### config.mk
export PLATFORM = sky130hd
export DESIGN_NAME = tmr_timer
export DESIGN_NICKNAME = d
export VERILOG_FILES = /design/src/verilog/tmr_pkg.sv /design/src/verilog/tmr_timer.sv
export VERILOG_INCLUDE_DIRS = /design/src /design/src/verilog
export SDC_FILE = /design/constraint.sdc
export NUM_CORES = 1
export LEC_CHECK = 0
export BUFFER_PORTS_ARGS = -buffer_cell sky130_fd_sc_hd__buf_2
export CAP_MARGIN = 20
export CORE_AREA = 2 2 173 175
export CTS_CLUSTER_DIAMETER = 60
export DETAILED_ROUTE_END_ITERATION = 8
export DIE_AREA = 0 0 175 177
export GPL_ROUTABILITY_DRIVEN = 1
export SYNTH_ARGS = -nofsm -noshare
export SYNTH_HDL_FRONTEND = slang
export SYNTH_SLANG_ARGS = --single-unit
### constraint.sdc
create_clock -name clk_sys -period 7.75 [get_ports clk_sys]
set_input_delay 1.1625 -clock clk_sys [delete_from_list [all_inputs] [get_ports clk_sys]]
set_output_delay 1.1625 -clock clk_sys [all_outputs]
set_load 0.02 [all_outputs]
### src/verilog/tmr_defines.svh
// Constants for the timer, capture and compare block
// What this block does
// Prescaler divides E (system clock over two) by 1, 4, 8 or 16 per code 00..11.
// Sixteen-bit counter starts at zero after reset, counts up to all ones.
// At all ones the counter wraps to zero, sets overflow flag, keeps counting.
// Software has no way to reset, load, alter or stop the counter.
// Three capture, four compare, one shared channel, each with its 16-bit register.
// Every timer function has its own interrupt enable and own request line; RTI and accumulator flags have no enable or line here.
// Event mode counts selected edges on accumulator input in 8-bit counter.
// Gated mode counts internal clock while input holds the chosen level.
// Periodic interrupt rate selectable among four taps of the divider chain.
// Watchdog clocked by E over two to fifteen; timeout drives reset low; chain tap 15 here clocks it at E over two to sixteen.
// Port A bits 0..2 feed captures 3..1; bit 3 shared; bit 7 accumulator.
// Port A bits 3..0 pin levels readable at any time.
// Pins 6..3 used by compare ignore general-purpose output writes.
// Compare channel 1 may drive any combination of port A bits 7..3.
// Selected capture edge latches the counter into that channel's register.
// Capture requests synchronised; latch in half cycle opposite the increment.
// Bit 3 is capture 4 only with select set; reset state is compare 5.
// Bit 3 as output with capture 4 enabled: own writes cause captures.
// Writes to shared register are ignored while it acts as capture 4.
// Edge code 00 off, 01 rising, 10 falling, 11 any edge.
// High-byte read of a capture holds new capture one cycle, value kept.
// Each capture sets its flag; interrupt requested when enabled.
`ifndef TMR_DEFINES_SVH
`define TMR_DEFINES_SVH
`define TMR_CNT_RESET   16'h0000
`define TMR_CMP_RESET   16'hffff
`define TMR_CNT_MAX     16'hffff
`define TMR_WDOG_TAP    15
`define TMR_RTI_TAP0    13
`define TMR_PACC_TAP    6
`define TMR_WDOG_LIMIT  3'h7
`endif

### src/verilog/tmr_pkg.sv
// Types shared by the timer block
package tmr_pkg;
    typedef enum logic [1:0] {
        TMR_EDGE_OFF  = 2'b00,
        TMR_EDGE_RISE = 2'b01,
        TMR_EDGE_FALL = 2'b10,
        TMR_EDGE_ANY  = 2'b11
    } tmr_edge_t;
    typedef enum logic [1:0] {
        TMR_PH_INC = 2'b00,
        TMR_PH_CAP = 2'b01
    } tmr_phase_t;
    typedef struct packed {
        logic [1:0] prescale_select;
        logic [1:0] rti_rate;
        logic       capture4_compare5_select;
        logic       pacc_enable;
        logic       pacc_gated;
        logic       pacc_edge_level;
    } tmr_cfg_t;
endpackage

### src/verilog/tmr_timer.sv
// Timer: prescaler, free-running counter, captures, compares, accumulator
`timescale 1ns/1ps
`include "tmr_defines.svh"
module tmr_timer (
    input  wire logic              clk_sys,
    input  wire logic              rstn,
    input  wire tmr_pkg::tmr_cfg_t cfg,
    input  wire logic [7:0]        edge_sel,
    input  wire logic [7:0]        porta_in,
    input  wire logic [7:0]        porta_gp_out,
    input  wire logic [7:0]        porta_dir,
    input  wire logic [4:0]        cmp_wr,
    input  wire logic [15:0]       cmp_wdata,
    input  wire logic [4:0]        cmp_pin_en,
    input  wire logic [4:0]        cmp_pin_lvl,
    input  wire logic [4:0]        ch1_mask,
    input  wire logic [4:0]        ch1_data,
    input  wire logic [3:0]        cap_hi_rd,
    input  wire logic [8:0]        int_en,
    input  wire logic [8:0]        flag_clr,
    input  wire logic              wdog_service,
    output logic [15:0]            count_ff,
    output logic [15:0]            cap_ff [4],
    output logic [15:0]            cmp_ff [5],
    output logic [7:0]             pacc_ff,
    output logic [8:0]             flag_ff,
    output logic [8:0]             irq,
    output logic [3:0]             porta_level_ff,
    output logic [7:0]             porta_out,
    output logic [7:0]             porta_oe,
    output logic                   reset_out_n
);
    // Flag order: cap1..cap4, cmp1..cmp4(cmp5 shares cap4 slot via select), ovf; rti and pacc flags sit outside flag_ff
    // Index map: 0..3 cap1..4 / cmp5, 4..7 cmp1..4, 8 overflow (rti/pacc below)
    logic [1:0]  ph_ff;
    logic [3:0]  pre_ff;
    // One bit past the counter so the slowest periodic tap exists
    logic [16:0] chain_ff;
    logic        rti_flag_ff;
    logic        pacc_flag_ff;
    logic [2:0]  wdog_ff;
    logic [3:0]  sync1_ff, sync2_ff, prev_ff;
    logic [3:0]  pend_ff, hold_ff;
    logic [7:0]  pa_prev_ff;
    logic [15:0] nxt_count;
    logic [3:0]  pre_mask;
    logic        tick, inc_phase;
    logic [3:0]  cap_pin, cap_edge, cap_ok, fire_vec;
    logic [4:0]  cmp_hit;
    logic        pacc_edge, pacc_tick, rti_tap, wdog_tap, pacc_clk;
    logic [16:0] nxt_chain;

    assign inc_phase = (ph_ff == tmr_pkg::TMR_PH_INC);
    assign pre_mask  = (cfg.prescale_select == 2'b00) ? 4'h0 :
                       (cfg.prescale_select == 2'b01) ? 4'h3 :
                       (cfg.prescale_select == 2'b10) ? 4'h7 : 4'hf;
    assign tick      = inc_phase && ((pre_ff & pre_mask) == 4'h0);
    assign nxt_count = tick ? count_ff + 16'h0001 : count_ff;
    assign nxt_chain = inc_phase ? chain_ff + 17'h00001 : chain_ff;

    // Two-phase stepping: counter moves in one half, captures land in the other
    always_ff @(posedge clk_sys or negedge rstn) begin
        if (!rstn) begin
            ph_ff <= tmr_pkg::TMR_PH_INC;
        end else begin
            ph_ff <= inc_phase ? tmr_pkg::TMR_PH_CAP : tmr_pkg::TMR_PH_INC;
        end
    end

    always_ff @(posedge clk_sys or negedge rstn) begin
        if (!rstn) begin
            pre_ff   <= 4'h0;
            count_ff <= `TMR_CNT_RESET;
            chain_ff <= 17'h00000;
        end else begin
            pre_ff   <= inc_phase ? pre_ff + 4'h1 : pre_ff;
            count_ff <= nxt_count;
            chain_ff <= nxt_chain;
        end
    end

    // Pin map: bits 2..0 are captures 1..3, bit 3 capture 4 when selected
    assign cap_pin = {(porta_dir[3] ? porta_gp_out[3] : porta_in[3]),
                      porta_in[0], porta_in[1], porta_in[2]};

    genvar gi;
    generate
        for (gi = 0; gi < 4; gi++) begin : g_cap
            logic [1:0] code;
            assign code = edge_sel[2*gi+1 -: 2];
            assign cap_edge[gi] = (code == tmr_pkg::TMR_EDGE_RISE && sync2_ff[gi] && !prev_ff[gi])
                               || (code == tmr_pkg::TMR_EDGE_FALL && !sync2_ff[gi] && prev_ff[gi])
                               || (code == tmr_pkg::TMR_EDGE_ANY && (sync2_ff[gi] != prev_ff[gi]));

            assign cap_ok[gi] = (gi != 3) || cfg.capture4_compare5_select;
        end
    endgenerate

    always_ff @(posedge clk_sys or negedge rstn) begin
        if (!rstn) begin
            sync1_ff <= 4'h0;
            sync2_ff <= 4'h0;
            prev_ff  <= 4'h0;
            hold_ff  <= 4'h0;
        end else begin
            sync1_ff <= cap_pin;
            sync2_ff <= sync1_ff;
            prev_ff  <= sync2_ff;
            hold_ff  <= cap_hi_rd;
        end
    end

    // Pending captures wait out the read hold and the increment half
    always_ff @(posedge clk_sys or negedge rstn) begin
        if (!rstn) begin
            pend_ff <= 4'h0;
        end else begin
            pend_ff <= (pend_ff | (cap_edge & cap_ok)) & ~fire_vec;
        end
    end
    assign fire_vec = pend_ff & ~hold_ff & ~cap_hi_rd & {4{!inc_phase}};

    generate
        for (gi = 0; gi < 4; gi++) begin : g_latch
            logic fire;
            assign fire = fire_vec[gi];
            always_ff @(posedge clk_sys) begin
                if (fire) begin
                    cap_ff[gi] <= count_ff;
                end
            end
        end
    endgenerate

    generate
        for (gi = 0; gi < 5; gi++) begin : g_cmp
            logic wr_ok;
            assign wr_ok = cmp_wr[gi] && !(gi == 4 && cfg.capture4_compare5_select);
            always_ff @(posedge clk_sys or negedge rstn) begin
                if (!rstn) begin
                    cmp_ff[gi] <= `TMR_CMP_RESET;
                end else if (wr_ok) begin
                    cmp_ff[gi] <= cmp_wdata;
                end
            end
            assign cmp_hit[gi] = tick && (nxt_count == cmp_ff[gi])
                              && !(gi == 4 && cfg.capture4_compare5_select);
        end
    endgenerate

    // Accumulator on pin 7; gated mode uses a slow chain tap
    assign pacc_edge = cfg.pacc_edge_level ? (porta_in[7] && !pa_prev_ff[7])
                                           : (!porta_in[7] && pa_prev_ff[7]);
    assign pacc_clk  = inc_phase && (chain_ff[`TMR_PACC_TAP-1:0] == '0);
    assign pacc_tick = cfg.pacc_enable && (cfg.pacc_gated
                     ? (pacc_clk && (porta_in[7] == cfg.pacc_edge_level))
                     : pacc_edge);
    assign rti_tap   = nxt_chain[`TMR_RTI_TAP0 + cfg.rti_rate] && !chain_ff[`TMR_RTI_TAP0 + cfg.rti_rate];
    assign wdog_tap  = nxt_chain[`TMR_WDOG_TAP] && !chain_ff[`TMR_WDOG_TAP];

    always_ff @(posedge clk_sys or negedge rstn) begin
        if (!rstn) begin
            pa_prev_ff  <= 8'h00;
            pacc_ff     <= 8'h00;
            wdog_ff     <= 3'h0;
            rti_flag_ff <= 1'b0;
            pacc_flag_ff <= 1'b0;
        end else begin
            pa_prev_ff   <= porta_in;
            pacc_ff      <= pacc_tick ? pacc_ff + 8'h01 : pacc_ff;
            wdog_ff      <= wdog_service ? 3'h0 : (wdog_tap ? wdog_ff + 3'h1 : wdog_ff);
            rti_flag_ff  <= rti_tap;
            pacc_flag_ff <= pacc_tick && (pacc_ff == 8'hff);
        end
    end
    assign reset_out_n = (wdog_ff != `TMR_WDOG_LIMIT);

    // Set wins over clear on every flag
    logic [8:0] set_vec;
    assign set_vec = {tick && (count_ff == `TMR_CNT_MAX),
                      cmp_hit[3:0],
                      fire_vec[3] || cmp_hit[4],
                      fire_vec[2:0]};
    always_ff @(posedge clk_sys or negedge rstn) begin
        if (!rstn) begin
            flag_ff <= 9'h000;
        end else begin
            flag_ff <= set_vec | (flag_ff & ~flag_clr);
        end
    end
    assign irq = flag_ff & int_en;

    // Compare pins override general writes; channel 1 overrides by mask
    generate
        for (gi = 0; gi < 5; gi++) begin : g_pin
            localparam int PB = gi + 3;
            logic own;
            assign own = cmp_pin_en[gi] && !(gi == 0 && cfg.capture4_compare5_select);
            assign porta_out[PB] = ch1_mask[gi] ? ch1_data[gi] :
                                   own ? cmp_pin_lvl[gi] : porta_gp_out[PB];
            assign porta_oe[PB]  = ch1_mask[gi] || own || porta_dir[PB];
        end
    endgenerate
    assign porta_out[2:0] = 3'h0;
    assign porta_oe[2:0]  = 3'h0;

    always_ff @(posedge clk_sys or negedge rstn) begin
        if (!rstn) begin
            porta_level_ff <= 4'h0;
        end else begin
            porta_level_ff <= porta_in[3:0];
        end
    end

    AST_WRAP: assert property (@(posedge clk_sys) disable iff (!rstn)
        (tick && count_ff == 16'hffff) |=> (count_ff == 16'h0000 && flag_ff[8]))
        else $error("counter did not wrap with overflow flag");
    AST_NO_TICK_CAP: assert property (@(posedge clk_sys) disable iff (!rstn)
        !inc_phase |=> $stable(count_ff) or $past(tick) == 1'b0)
        else $error("counter moved in capture half");
    AST_STEP: assert property (@(posedge clk_sys) disable iff (!rstn)
        tick |=> count_ff == $past(count_ff) + 16'h0001)
        else $error("counter did not step by one");
    AST_DIV1: assert property (@(posedge clk_sys) disable iff (!rstn)
        (cfg.prescale_select == 2'b00 && inc_phase) |-> tick)
        else $error("divide by one missed a tick");
    AST_SHARED_WR: assert property (@(posedge clk_sys) disable iff (!rstn)
        (cmp_wr[4] && cfg.capture4_compare5_select) |=> $stable(cmp_ff[4]))
        else $error("shared register written in capture mode");
    AST_HOLD: assert property (@(posedge clk_sys) disable iff (!rstn)
        cap_hi_rd[0] |=> ##0 $stable(cap_ff[0]))
        else $error("capture changed during high-byte hold");
    AST_FLAG_SET: assert property (@(posedge clk_sys) disable iff (!rstn)
        (set_vec[0] && flag_clr[0]) |=> flag_ff[0])
        else $error("capture flag lost to clear");
    AST_WDOG: assert property (@(posedge clk_sys) disable iff (!rstn)
        wdog_service |=> reset_out_n)
        else $error("watchdog reset after service");
endmodule // tmr_timer
==> metrics, run 1 <==
Max Slew Vio Count=0; Mapped Avg Cell Area=12.54 um^2; synth warn=0; nets=approximately 1200; endpoints failing setup=0; num rows=63; Worst-path clk slew=about 0.06 ns; fmax=roughly 0.26 GHz; Max Root-Sink Buffers=3; Pint=2549 uW; crit path kind=reg -> reg; post-DP HPWL=approximately 22000 um; metal3 WL=approximately 2000 um; Area Growth Syn to Fin=28.20%; worst hold slack=about 0.35 ns; Iter 0 DRT Violations=about 450; predominant post-synthesis flop cell=dfstp_2; antenna cells=0; Comb power frac=0.185; Worst Path Required=~8 ns; Psw=between 1000 and 1500 uW; Top Layer Used=met4; CTS-repair resized insts=0; clock insertion delay at the later pin of the skew report=0.53 ns; share of layout cells above drive strength 1=0.4564; Die ar.=about 0.031 mm^2; remaining global-route overflow=0; Max Clock Skew=between 0.01 and 0.015 ns; critical path arrival=between 4 and 5 ns; DRC errors left=0; starting density of the core=0.3551; final number of hold-violating endpoints=0; Yosys reg bits=223; final core occ=0.4552; Worst VDD drop=roughly 0.18 mV; fin cells=roughly 1500; io pins=~310; largest net degree at the start of global routing=82; crit-path max FO=14; Worst Tran Pin Value=about 1.1 ns; Tcrit/Tclk final=0.5011; worst hold stages=0; final wirelength=slightly below 30000 um; CTS tree=done; FILL cells=between 2000 and 3000; P_leak=about 0.0056 uW; PwrDens=271.9 mW/mm^2; DR WL/cell=between 15 and 20 um; number of distinct library cells after synthesis=65; clock buffer count from CTS=28; Startpoint Class=flip-flop; H-Tree Depth=1; worst slack at placement=approximately 3.6 ns; postcts setup bufs=0; RSZ-0062 raised after global routing=false; status=complete, no violations; 1st-pass router iterations=5; met2 WL=roughly 14000 um; Core ar.=0.02924 mm^2; EDFF count, synth=64; Worst Setup Slack, final=~3.9 ns; CTS Sinks=roughly 220; CTS Hold Buffers Added=0; sequential share of power=0.415; ys async rst share=0.7130; crit path time final=~4 ns; via count=7660; routability cong.=~0.89; Sw Share=0.2957; antenna violations before repair=0; CP endpoint kind=flip-flop; clock share of power=0.400; Gate Count Post-Synth=about 830; Vias per Instance=~5; metal1 wirelength=~13000 um; dpl cells=around 1500; max cap viols=0; sequential-to-total area share from yosys stat=0.5779; Syn Std Cell Area=0.01038 mm^2; vias in the first global route=between 7000 and 8000; die height=roughly 180 um; global-route wire length before repair=roughly 44000 um; GRT Total Usage=0.1840; worst rel slew slack=0.2573; Reg2Reg Depth=8; number of buffers inserted by port buffering=between 200 and 300; Die X=175 um; Setup TNS Final=0 ns; Worst Hold Class=reg -> reg; Routed Antenna Nets=0; Clock Tree Root=clkbuf_16
[kinds of logic (layout without fill, tap and decap cells)]
logic type	after synthesis	after routing	synth area share
DFF	223	223	0.5779
and+or+nand+nor	203	203	0.1066
xor gates and xnor gates	116	116	0.1058
AOI/OAI and AO/OA	111	111	0.07423
muxes	85	85	0.09146
buffers and inverters	82	395	0.03518
adders and majority gates	7	7	0.008434
other	1	6	0.0003611
[registers in the layout, summed over array words and instances (netlist names)]
signal      flops
prev_ff         4
cap_ff         64
pacc_ff         8
cmp_ff         80
chain_ff       16
pend_ff         4
pa_prev_ff      5
hold_ff         4
wdog_ff         3
count_ff       16
ph_ff           1
sync1_ff        1
flag_ff         9
pre_ff          4
sync2_ff        4
[worst paths after layout]
| path | from | end | slack [ns] |
|---|---|---|---|
| setup / recovery | count_ff[0]$_DFF_PN0_ | flag_ff[3]$_DFF_PN0_ | 3.87 |
| hold / removal | sync1_ff[3]$_DFF_PN0_ | sync2_ff[3]$_DFF_PN0_ | 0.35 |
| setup reg to reg | count_ff[0]$_DFF_PN0_ | flag_ff[3]$_DFF_PN0_ | 3.87 |
| hold reg to reg | sync1_ff[3]$_DFF_PN0_ | sync2_ff[3]$_DFF_PN0_ | 0.35 |
| max in group asynchronous | rstn | count_ff[3]$_DFF_PN0_ | 5.56 |
| min in group asynchronous | rstn | pacc_ff[4]$_DFFE_PN0P_ | 0.67 |
[worst max-delay path, stage by stage (launching register included)]
cell       delay [ns]
dfrtp_1          0.79
ha_1             0.54
nand3_1          0.19
a2111oi_1        0.76
xnor2_1          0.37
xor2_1           0.26
o2111ai_1        0.17
or4_1            0.53
o31ai_2          0.18
[routing by layer]
metal	global-route usage	vias to the layer above
li1	-	3570
met1	0.2431	3739
met2	0.2999	294
met3	0.04210	57
met4	0.06111	0
met5	0	-
[synthesized netlist by cell type (8+ instances only)]
library cell	instances	area, um^2
dfrtp_1	79	1977
nor2_1	30	112.6
o21ai_0	36	180.2
a21oi_1	11	55.05
and3_1	13	81.33
xor2_1	36	315.3
nand2_1	50	187.7
dfstp_2	80	2102
edfxtp_1	64	1922
nand4_1	13	81.33
and2_1	11	68.82
inv_1	37	138.9
clkbuf_1	23	86.33
nor3_1	11	55.05
or3_1	11	68.82
a21o_1	8	60.06
buf_4	11	82.58
nand3_1	25	125.1
xnor2_1	74	648.1
mux2_2	79	889.6
[power groups by stage]
stage                     logic [uW]  clock network [uW]  registers [uW]
after floorplan                  361                   0            1540
after global placement           665                   0            1520
after detailed placement         674                   0            1520
after CTS                        677                1490            1500
after global routing             725                1540            1520
final                            670                1450            1500
[through the flow]
stage                     power [uW]  instance area (um^2)
final                           3619                 13310
after global placement          2185                 12250
after detailed placement        2196                 12250
after CTS                       3665                 13310
after global routing            3780                 13310
after floorplan                 1906                 10400
[area by class of cell]
type	instances	area (um^2)	share of cell area
Clock buffer	32	747.0	0.05611
Clock inverter	20	312.8	0.02350
Inverter	37	138.9	0.01043
Multi-Input combinational cell	528	4061	0.3051
Sequential cell	223	6001	0.4508
Tap cell	390	488.0	0.03666
Timing Repair Buffer	306	1563	0.1174
[layout by cell type (no fill, tap or decap), types with 4 or more instances in the layout]
master and instances:
xnor2_1 74, bufinv_16 7, edfxtp_1 64, o2111ai_1 7, nand2_1 50, mux2i_1 6, o211ai_1 7, mux2_2 79
nor4b_2 4, buf_2 295, o32ai_1 5, buf_4 10, dfstp_2 80, xnor3_1 6, xor2_1 36, nor3_1 11
or3_1 11, nand4_1 13, clkbuf_16 29, inv_1 37, a31oi_1 4, or4_1 7, clkinv_1 4, dfrtp_1 79
and3_1 13, nor4_1 5, and2_1 11, a311oi_1 4, a21o_1 8, nand3_1 25, ha_1 7, nor2_1 30
a21oi_1 11, a211oi_1 6, nand3b_1 4, conb_1 6, o21ai_0 36
Power figures use the tool's default switching activity.
==> run 2, diff against run 1 <==
Settings changed: ABC_AREA set to 1, CORE_AREA 2 2 173 175 to 2 2 174 176, DIE_AREA 0 0 175 177 to 0 0 176 178.
Clock period 7.75 ns to 3.6 ns, I/O delays scaled along.
==> run 2 against run 1 <==
Net effect: total power up 110%; flip-flop and latch count unchanged; final cell count is 21% higher; die area is 1.1% higher; via count is 13% higher; routed wire length grew 3.0%; area after synthesis grew 0.67%; sequential share of layout area grew 0.35 points; maximum frequency increased by 49%; critical endpoint unchanged; largest power group unchanged.
==> metrics, run 2 <==
Reg2Reg Depth=15 (+7); H-Tree Depth=1 (unchanged); max reg flops=80 (unchanged); num rows=63 (unchanged); Tcrit/Tclk final=0.7244 (+0.2232); 1st-pass router iterations=5 (unchanged); postcts setup bufs=0 (unchanged); critical path arrival=3.08 ns (-1.25 ns); share of the synthesized area in the top cell type=0.2011 (-0.001357); Worst Path Required=4.07 ns (-4.12 ns); Die X=176 um (+0.57%); routability cong.=0.8624 (-3.1%); antenna violations before repair=0 (unchanged); busiest grt layer=met2; synth warn=0 (unchanged); sequential-to-total area share from yosys stat=0.5740 (-0.003873); Worst path slowest cell=dfrtp_1; Core ar.=0.02940 mm^2 (+0.54%); Worst-path clk slew=0.06 ns (about the same); die height=178 um (+0.56%); r2r setup slk=0.99 ns (-2.87 ns); largest area contributor in the netlist=dfstp_2; EDFF count, synth=64 (unchanged); Max Root-Sink Buffers=3 (unchanged); nets=1568 (+27%); starting density of the core=0.3555 (+0.0004792); number of distinct library cells after synthesis=42 (-35%); most frequent cell after synthesis=nand2_1; GRT Total Usage=0.1911 (+0.007152); Syn Std Cell Area=0.01045 mm^2 (+0.67%); final wirelength=30130 um (+3.0%); endpoints failing setup=0 (unchanged); via count=8655 (+13%); worst hold slack=0.1243 ns (-0.2223 ns); Iter 0 DRT Violations=533 (+20%); Top reg by flops=cmp_ff; share of layout cells above drive strength 1=0.3397 (-0.1167); largest net degree at the start of global routing=81 (-1.2%); Critical Path Most Common Cell=nand2_1; met1 Usage GRT=0.2589 (+0.01589); clock buffer count from CTS=26 (-7.1%); overall power=7482 uW (+110%); cell area after layout=0.01321 mm^2 (-0.76%); number of buffers inserted by port buffering=295 (unchanged); ranking of synthesized cells by area=dfstp_2 (20%), dfrtp_1 (19%), edfxtp_1 (18%); FF-to-FF End=flag_ff[3]$_DFF_PN0_; CP endpoint kind=flip-flop; critical register-to-register path startpoint=count_ff[0]$_DFF_PN0_; crit path kind=reg -> reg; Max Slew Vio Count=0 (unchanged); global-route wire length before repair=46060 um (+5.5%); status=complete, no violations; placed cell area=0.01235 mm^2 (+0.88%); Vias per Instance=4.641 (-6.9%); max cap viols=0 (unchanged); Worst Hold Class=in -> reg; CTS tree=done; final number of hold-violating endpoints=0 (unchanged); top cells by count, synth=nand2_1 (328), inv_1 (151), nor2_1 (97); fmax=0.3835 GHz (+49%); crit path from=count_ff[0]$_DFF_PN0_; Mapped Avg Cell Area=9.106 um^2 (-27%); Max Clock Skew=0.01184 ns (+0.001817 ns); Worst Tran Pin Value=0.9225 ns (-0.1814 ns); remaining global-route overflow=0 (unchanged); post-DP HPWL=22680 um (+5.4%); Routed Antenna Nets=0 (unchanged); Area Growth Syn to Fin=26.37%; worst path cell trace=ha_1, nand2_2, nor2_4, nand2_2, nor2_2, nand2_1, nand2_4, nand2_2, nand2_1, nand2_1, nor2_1, nand2_1, nor2_1, nand2_1, nand2_1; Gate Count Post-Synth=1148 (+39%); Clock Tree Root=clkbuf_16; Worst VDD drop=0.3217 mV (+81%); PwrDens=566.4 mW/mm^2 (+110%); DR WL/cell=16.15 um (-15%); ys async rst share=0.7130 (unchanged); worst rel slew slack=0.3835 (+0.1262); crit path to=flag_ff[3]$_DFF_PN0_; commonest non-fill, non-tap cells in the layout=nand2_1 (328), buf_2 (294), inv_1 (151); clock insertion delay at the later pin of the skew report=0.53 ns (about the same); Setup TNS Final=0 ns (unchanged); P_leak=0.006427 uW (+16%); RSZ-0062 raised after global routing=false; top flop regs=cmp_ff (80), cap_ff (64); antenna cells=0 (unchanged); Crit path largest cell delay=0.67 ns (-0.12 ns); commonest non-fill, non-tap cell in the layout=nand2_1; io pins=313 (unchanged); crit path time final=2.608 ns (-1.276 ns); Yosys reg bits=223 (unchanged); CTS Sinks=223 (unchanged); DRC errors left=0 (unchanged); met2 GRT Util=0.3176 (+0.01768); Die ar.=0.03133 mm^2 (+1.1%); predominant post-synthesis flop cell=dfstp_2; Startpoint Class=flip-flop; crit-path max FO=12 (-2); met3 usage=0.03858 (-0.003520); vias in the first global route=8273 (+12%)
-- run 2: cell types whose count changed after synthesis, sizes merged, moves of 16 or more --
| cell | previous run | this run |
|---|---|---|
| inv | 37 | 159 |
| o21ai | 36 | 75 |
| mux2 | 79 | 8 |
| a21oi | 11 | 27 |
| xnor2 | 74 | 14 |
| nor2 | 30 | 110 |
| nand3 | 25 | 79 |
| nand2 | 50 | 362 |
-- run 2: per-stage QoR --
| stage | instances | utilization | setup WS [ns] |
|---|---|---|---|
| 3_5_place_dp | 1816 | 0.4202 | 0.9550 |
| 4_1_cts | 1865 | 0.4493 | 0.9381 |
| 3_3_place_gp | 1816 | 0.4202 | 1.004 |
| 5_1_grt | 1865 | 0.4493 | 0.6999 |
| 6_report | 1865 | 0.4493 | 0.9923 |
| 2_1_floorplan | 1153 | - | 0.7560 |
-- run 2: where the power goes --
| group | switching, uW | internal (uW) | total (uW) |
|---|---|---|---|
| Combinational | 1130 | 527 | 1660 |
| Sequential | 314 | 2930 | 3250 |
| Clock | 1060 | 1520 | 2580 |
| Total | 2500 | 4980 | 7480 |
-- run 2: how the worst min path moves through the flow --
stage / startpoint / endpoint / slack [ns] / cells after the start
detailed placement: sync1_ff[3]$_DFF_PN0_ / sync2_ff[3]$_DFF_PN0_ / 0.34 / 0
global placement: sync1_ff[3]$_DFF_PN0_ / sync2_ff[3]$_DFF_PN0_ / 0.33 / 0
global route: porta_in[1] / pa_prev_ff[1]$_DFF_PN0_ / 0.10 / 1
floorplan: rstn / chain_ff[0]$_DFFE_PN0N_ / 0.24 / 0
CTS: porta_in[1] / pa_prev_ff[1]$_DFF_PN0_ / 0.1 / 1
finish: porta_in[1] / pa_prev_ff[1]$_DFF_PN0_ / 0.12 / 1
-- run 2: area by class of cell --
class                           instances  area, um^2
Clock buffer                           30       686.9
Clock inverter                         18       158.9
Fill cell                            2865       16190
Inverter                              159       596.8
Multi-Input combinational cell        742        3721
Sequential cell                       223        6001
Tap cell                              390       488.0
Timing Repair Buffer                  303        1558
-- run 2: cell families after synthesis --
group                      count (synthesis)  share of synthesized area
xor gates and xnor gates                  36                    0.03016
adders and majority gates                  7                   0.008378
DFF                                      223                     0.5740
other                                      1                  0.0003587
buffers and inverters                    188                    0.07421
AOI/OAI and AO/OA                        110                    0.05590
muxes                                      8                   0.008618
and+or+nand+nor                          575                     0.2484
-- run 2: per-layer routing --
layer,part of all wire,wire [um]
met5,0,0
met4,0.018,550
met3,0.082,2474
met2,0.47,14090
met1,0.43,13010
-- run 2: repair_timing --
| action | CTS | global route |
|---|---|---|
| hold buffers | 1 | 0 |
| hold endpoints to repair | 13 | 0 |
| resized for setup | 0 | 0 |
-- run 2: worst max-delay path: cells and delay by family (launching register included) --
family	cells	cell delay, ns
DFF	1	0.67
adders and majority gates	1	0.32
and+or+nand+nor	14	1.56
